### config.mk
export PLATFORM = sky130hd
export DESIGN_NAME = dpdt_top
export DESIGN_NICKNAME = d
export VERILOG_FILES = /design/src/dpdt_timer.v /design/src/dpdt_top.v
export VERILOG_INCLUDE_DIRS = /design/src
export SDC_FILE = /design/constraint.sdc
export NUM_CORES = 1
export LEC_CHECK = 0
export BUFFER_PORTS_ARGS = -buffer_cell sky130_fd_sc_hd__buf_2
export CORE_ASPECT_RATIO = 0.6
export CORE_MARGIN = 4
export CORE_UTILIZATION = 60
export CTS_BUF_LIST = sky130_fd_sc_hd__clkbuf_16
export DETAILED_ROUTE_END_ITERATION = 7
export GPL_TIMING_DRIVEN = 0
export MAX_ROUTING_LAYER = met4
export PLACE_DENSITY_LB_ADDON = 0.12
export SLEW_MARGIN = 0
export SYNTH_ARGS = -nofsm -noshare
export SYNTH_HDL_FRONTEND = slang
export SYNTH_SLANG_ARGS = --single-unit
### constraint.sdc
create_clock -name mclk -period 3.06 [get_ports mclk]
set_input_delay 0.459 -clock mclk [delete_from_list [all_inputs] [get_ports mclk]]
set_output_delay 0.459 -clock mclk [all_outputs]
set_load 0.02 [all_outputs]
### src/dpdt_map.vh
// Register map, field positions and reset values of the dual timer.
`ifndef DPDT_MAP_VH
`define DPDT_MAP_VH

`define DPDT_T1_PSC_ADDR   8'hd2
`define DPDT_T1_CNT_ADDR   8'hd3
`define DPDT_T1_CSR_ADDR   8'hd4
`define DPDT_T2_PSC_ADDR   8'hd5
`define DPDT_T2_CNT_ADDR   8'hd6
`define DPDT_T2_CSR_ADDR   8'hd7

`define DPDT_CSR_ZERO_BIT  7
`define DPDT_CSR_IEN_BIT   6
`define DPDT_CSR_RUN_BIT   3
`define DPDT_CSR_TAP_MSB   2
`define DPDT_CSR_TAP_LSB   0
`define DPDT_CSR_WMASK     8'hcf

`define DPDT_CNT_RESET     8'hff
`define DPDT_PSC_RESET     7'h7f
`define DPDT_CSR_RESET     8'h00

`define DPDT_FDIV          12
`define DPDT_FDIV_W        4

`endif

### src/dpdt_timer.v
// One 8-bit down counter with its 7-bit prescaler and control register.
`timescale 1ns/10ps
`default_nettype none
`include "dpdt_map.vh"

module dpdt_timer (
    input  wire       mclk,
    input  wire       rstN,
    input  wire       tick,
    input  wire       pscWr,
    input  wire       cntWr,
    input  wire       csrWr,
    input  wire [7:0] wrData,
    output reg  [6:0] pscVal_q,
    output reg  [7:0] cntVal_q,
    output wire [7:0] csrVal,
    output reg        irq_q
);

    reg        zero_q;
    reg        ien_q;
    reg        run_q;
    reg  [2:0] tap_q;
    reg  [6:0] pscVal_d;
    reg  [7:0] cntVal_d;
    reg        zero_d;
    reg  [6:0] pscOld_q;
    wire [6:0] pscRise;
    wire [7:0] edgeVec;
    wire       cntEdge;

    assign csrVal = {zero_q, ien_q, 2'b00, run_q, tap_q};

    // Tap 0 is the prescaler input itself; higher taps follow prescaler bits.
    // Rising edges are found on every prescaler bit at once, so a change of
    // tap or a restart from the all-ones state never fakes a counter clock.
    assign pscRise = pscVal_q & ~pscOld_q;
    assign edgeVec = {pscRise, tick};
    assign cntEdge = run_q & edgeVec[tap_q];

    always @* begin
        pscVal_d = pscVal_q;
        if (!run_q)
            pscVal_d = `DPDT_PSC_RESET;
        else if (pscWr)
            pscVal_d = wrData[6:0];
        else if (tick)
            pscVal_d = pscVal_q - 7'h01;
    end

    always @* begin
        cntVal_d = cntVal_q;
        zero_d   = zero_q;
        if (csrWr)
            zero_d = wrData[`DPDT_CSR_ZERO_BIT];
        if (cntWr) begin
            cntVal_d = wrData;
            if (wrData == 8'h00)
                zero_d = 1'b1;
        end else if (cntEdge) begin
            cntVal_d = cntVal_q - 8'h01;
            if (cntVal_q == 8'h01)
                zero_d = 1'b1;
        end
    end

    always @(posedge mclk or negedge rstN) begin
        if (!rstN) begin
            pscVal_q <= `DPDT_PSC_RESET;
            cntVal_q <= `DPDT_CNT_RESET;
            zero_q   <= 1'b0;
            ien_q    <= 1'b0;
            run_q    <= 1'b0;
            tap_q    <= 3'b000;
            pscOld_q <= `DPDT_PSC_RESET;
            irq_q    <= 1'b0;
        end else begin
            pscVal_q <= pscVal_d;
            cntVal_q <= cntVal_d;
            zero_q   <= zero_d;
            pscOld_q <= pscVal_q;
            if (csrWr) begin
                ien_q <= wrData[`DPDT_CSR_IEN_BIT];
                run_q <= wrData[`DPDT_CSR_RUN_BIT];
                tap_q <= wrData[`DPDT_CSR_TAP_MSB:`DPDT_CSR_TAP_LSB];
            end
            irq_q <= zero_q & ien_q;
        end
    end

endmodule // dpdt_timer

`default_nettype wire

### src/dpdt_top.v
// Two prescaled down timers behind the core's data-space register port.
//
// Functional notes
// - Two independent timers, each complete.
// - Counter decrements on selected tap rising edge.
// - Software loads and reads counter anytime.
// - Decrement to zero sets zero flag.
// - Request while flag and enable both set.
// - Request line also wakes core from wait.
// - Prescaler counts down at clock divided twelve.
// - Tap zero is prescaler input, others bits.
// - Tap field value is power-of-two exponent.
// - Run bit low forces prescaler 7Fh, stops.
// - Run bit high counts, prescaler loadable.
// - Writing 00h or flag bit sets flag.
// - Reset: counter FFh, prescaler 7Fh, control cleared.
// - Counter write beats simultaneous zero decrement.
// - Counter and prescaler read back exactly; prescaler reads 7Fh while run bit low.
// - Control layout: flag7, enable6, run3, tap2-0.
// - First counter register at D3h.
// - First prescaler at D2h, bit7 reads zero.
// - Second control register at D7h.
`timescale 1ns/10ps
`default_nettype none
`include "dpdt_map.vh"

module dpdt_top (
    input  wire       mclk,
    input  wire       nrst,
    input  wire [7:0] regAddr,
    input  wire [7:0] regWrData,
    input  wire       regWrEn,
    input  wire       regRdEn,
    output reg  [7:0] regRdData_q,
    output reg        timer1Irq_q,
    output reg        timer2Irq_q
);

    ////////////////////////////////////////////////////////////////////////
    reg                    rstSync1_q;
    reg                    rstSync2_q;
    reg [`DPDT_FDIV_W-1:0] divCnt_q;
    reg                    tick_q;
    wire [6:0]             psc1;
    wire [6:0]             psc2;
    wire [7:0]             cnt1;
    wire [7:0]             cnt2;
    wire [7:0]             csr1;
    wire [7:0]             csr2;
    wire                   irq1;
    wire                   irq2;
    reg  [7:0]             rdData_d;

    always @(posedge mclk or negedge nrst) begin
        if (!nrst) begin
            rstSync1_q <= 1'b0;
            rstSync2_q <= 1'b0;
        end else begin
            rstSync1_q <= 1'b1;
            rstSync2_q <= rstSync1_q;
        end
    end

    ////////////////////////////////////////////////////////////////////////
    // One shared divide-by-twelve strobe feeds both prescalers.
    always @(posedge mclk or negedge rstSync2_q) begin
        if (!rstSync2_q) begin
            divCnt_q <= {`DPDT_FDIV_W{1'b0}};
            tick_q   <= 1'b0;
        end else begin
            tick_q <= (divCnt_q == `DPDT_FDIV - 1);
            if (divCnt_q == `DPDT_FDIV - 1)
                divCnt_q <= {`DPDT_FDIV_W{1'b0}};
            else
                divCnt_q <= divCnt_q + 4'h1;
        end
    end

    ////////////////////////////////////////////////////////////////////////
    dpdt_timer uTimer1 (
        .mclk     (mclk),
        .rstN     (rstSync2_q),
        .tick     (tick_q),
        .pscWr    (regWrEn && regAddr == `DPDT_T1_PSC_ADDR),
        .cntWr    (regWrEn && regAddr == `DPDT_T1_CNT_ADDR),
        .csrWr    (regWrEn && regAddr == `DPDT_T1_CSR_ADDR),
        .wrData   (regWrData),
        .pscVal_q (psc1),
        .cntVal_q (cnt1),
        .csrVal   (csr1),
        .irq_q    (irq1)
    );

    dpdt_timer uTimer2 (
        .mclk     (mclk),
        .rstN     (rstSync2_q),
        .tick     (tick_q),
        .pscWr    (regWrEn && regAddr == `DPDT_T2_PSC_ADDR),
        .cntWr    (regWrEn && regAddr == `DPDT_T2_CNT_ADDR),
        .csrWr    (regWrEn && regAddr == `DPDT_T2_CSR_ADDR),
        .wrData   (regWrData),
        .pscVal_q (psc2),
        .cntVal_q (cnt2),
        .csrVal   (csr2),
        .irq_q    (irq2)
    );

    ////////////////////////////////////////////////////////////////////////
    // Reads sample live values; unmapped addresses return zero.
    always @* begin
        case (regAddr)
            `DPDT_T1_PSC_ADDR: rdData_d = {1'b0, psc1};
            `DPDT_T1_CNT_ADDR: rdData_d = cnt1;
            `DPDT_T1_CSR_ADDR: rdData_d = csr1;
            `DPDT_T2_PSC_ADDR: rdData_d = {1'b0, psc2};
            `DPDT_T2_CNT_ADDR: rdData_d = cnt2;
            `DPDT_T2_CSR_ADDR: rdData_d = csr2;
            default:           rdData_d = 8'h00;
        endcase
    end

    always @(posedge mclk or negedge rstSync2_q) begin
        if (!rstSync2_q) begin
            regRdData_q <= 8'h00;
            timer1Irq_q <= 1'b0;
            timer2Irq_q <= 1'b0;
        end else begin
            if (regRdEn)
                regRdData_q <= rdData_d;
            timer1Irq_q <= irq1;
            timer2Irq_q <= irq2;
        end
    end

endmodule // dpdt_top

`default_nettype wire

==> impl_metrics.toml <==
[grt]
grt_usage_pct = 26.1
first_global_vias = 2860
gr-total-overflow = 0
grt_antenna_before_repair = 0
grt_max_degree = 74
grt_pass1_wl_um = 15300

[timing]
rsz0062_at_grt = "no"
fmax_ghz = 0.480
fin_skew_ps = 3.65
slew_headroom_pct = 40.2
finalCritPeriodShare_pct = 68.1
setup_tns_ps = 0
hold_viol_final = 0
period_needed_ps = 2080
slew_violations = 0
finalSetupViolCount = 0
worst_slew_pin_slew_ps = 897

[power_and_ir_drop]
cellPowerDensity_nw_per_um2 = 548
ir_worst_vdd_v = 0.000469
report.power.total_mw = 2.46
p_leak_nw = 1.79

[drt]
routed_wl_um = 9430
vias_per_cell = 5.88
drt_iter0_drc = 237
post_drt_wl_per_cell_um = 18.7
remaining_drc_errors = 0
drtAntennaViolNets = 0
dr.pass1.iters = 7
vias = 2964

[logic_synthesis]
synth_nets = 403
yosysWarnings = 0
synth_top_area_cell = "dfstp_2"
postSynthCellCount = 376
synth_area_leaders = "dfstp_2 (30%), dfrtp_1 (20%), mux2_2 (5.8%), nand2_1 (5.1%), xor2_1 (3.6%)"
synth_compound_area_share_pct = 11.2
synth_top_family_by_area = "simple AND/OR/NAND/NOR gates"
ys_top_cells_by_count = "nand2_1 (53), dfstp_2 (44), dfrtp_1 (31)"
synth_edf_count = 0
yosysSeqAreaShare_pct = 49.6
synth-simple-area-share_pct = 17.4
ys_seq_elements = 75
ys_types = 40
async_flop_share_pct = 100
synth_adder_area_share_pct = 2.25
synth_mux_area_share_pct = 10.1
synth_top_cell_area_share_pct = 29.7
syn_area_per_cell_um2 = 10.4
synth_most_common_cell = "nand2_1"
syn_area_um2 = 3890
synth_ff_type = "dfstp_2"
synthXorXnorAreaFrac_pct = 6.07

[cts]
clk_latency_ps = 340
clock-sinks = 75
clk_pin_slew_ps = 60
clockRootBuffer = "clkbuf_16"
cts_buffers = 9
clockBufferDepth = 2
cts_hold_buf = 1
cts-htree-levels = 3
cts_resized = 0
cts_setup_buffers = 0
cts_tree = "built"

[die]
die_h_um = 70.4
coreArea_um2 = 6190
die_width_um = 112
die_area_um2 = 7880
start_util_pct = 62.9
rows = 22
pin_count = 30

[setup_path]
cp_slowest_cell = "nor3_2"
path_cells = "buf_2, nand4b_1, nor2_1, nand2_1, nor3_2, buf_2, nand2_1, o21ai_1"
cp.required_ps = 3330
critPathKind = "input port to flip-flop"
start_kind = "input port"
crit_arrival_ps = 2350
critPathMaxStageDelay_ps = 530
cp-end-kind = "flip-flop"
cp_max_fo = 10

[flow_run]
max-cap-violations = 0

[placed_design]
place_congestion = 0.945
place_area_um2 = 4140
io_buffers = 27
detailed_place_hpwl_um = 6480

[final_layout]
syn_to_final_growth_pct = 15.1
drive_gt1_share_pct = 28.1
final_area_um2 = 4480
diodes = 0
nets = 442

[outcome]
status = "finished, final reports clean"

[min_path]
hold_path.class = "flip-flop to flip-flop"
-- power breakdown --
group	internal (mW)	switching (mW)	total, mW	leakage (nW)
clock network	0.787	0.395	1.18	0.162
registers	1.04	0.0532	1.09	0.879
logic	0.0796	0.102	0.181	0.747
total	1.91	0.550	2.46	1.79
-- flip-flops by register name (all words and copies together), names as in the netlist, 4 cells and up --
register	count
divCnt_q	4
regRdData_q	8
uTimer1.cntVal_q	8
uTimer1.pscOld_q	7
uTimer1.pscVal_q	7
uTimer2.cntVal_q	8
uTimer2.pscOld_q	7
uTimer2.pscVal_q	7
-- path summary, 6_finish.rpt --
kind	start	end	slack (ps)	cells after the start
max in group asynchronous	rstSync2_q	uTimer1.ien_q	2020	0
hold reg to reg	uTimer2.irq_q	timer2Irq_q	350	0
hold / removal	uTimer2.irq_q	timer2Irq_q	350	0
setup reg to reg	uTimer2.pscVal_q[2]	uTimer2.cntVal_q[3]	1050	6
min in group asynchronous	nrst	rstSync2_q	430	2
setup / recovery	regAddr[5]	uTimer2.cntVal_q[2]	980	8
-- cell usage in the layout, fill, tap and decap left out, types with 6 or more instances in the layout --
cell	netlist	final
nand2_1	53	53
dfstp_2	44	44
buf_2	3	30
dfrtp_1	31	30
nor2_1	22	22
inv_1	19	20
mux2_2	20	20
o21ai_0	17	17
nand2b_1	16	16
xor2_1	16	16
clkbuf_1	11	11
xnor2_1	11	11
nand3_1	10	10
mux2i_1	10	10
clkbuf_16	0	9
o22ai_1	8	8
a21oi_1	8	8
ha_1	7	7
nand4b_1	6	6
nor2b_1	6	6
nor3_1	6	6
o211ai_1	6	6
-- area by class of cell --
type | instances | area (µm²)
clock inverter | 7 | 109
fill | 451 | 1710
buffer | 15 | 60.1
sequential | 75 | 1940
multi-input combinational | 267 | 1830
timing repair buffer | 28 | 145
clock buffer | 9 | 225
tap | 84 | 105
inverter | 19 | 71.3
-- cell families (layout without fill, tap and decap cells) --
group,count (synthesis),after routing
DFF,75,75
other,1,1
xor gates and xnor gates,27,27
AOI/OAI and AO/OA,62,62
muxes,33,33
adders and majority gates,7,7
buffers and inverters,34,78
and+or+nand+nor,137,137
-- worst max-delay path, delay by kind of cell --
family,cells,cell delay (ps)
AO/OA/AOI/OAI,1,90
buffers and inverters,2,440
AND/OR/NAND/NOR,5,1350
-- through the flow --
| step | setup WS [ps] | utilization, % | cells | hold slack (ps) |
|---|---|---|---|---|
| final | 976 | 72.4 | 504 | 349 |
| after global routing | 789 | 72.4 | 504 | 358 |
| after CTS | 1010 | 72.4 | 504 | 350 |
| after detailed placement | 669 | 66.8 | 487 | 246 |
| after global placement | 102 | 66.7 | 487 | 245 |
| after floorplan | 894 | - | 376 | 163 |
-- per-layer routing --
metal	vias up	GRT usage, %	routed length, µm
li1	1385	-	-
met1	1429	37.4	4280
met2	134	34.8	4020
met3	16	8.66	968
met4	0	8.80	169
met5	-	-	0
Power figures use the tool's default switching activity.
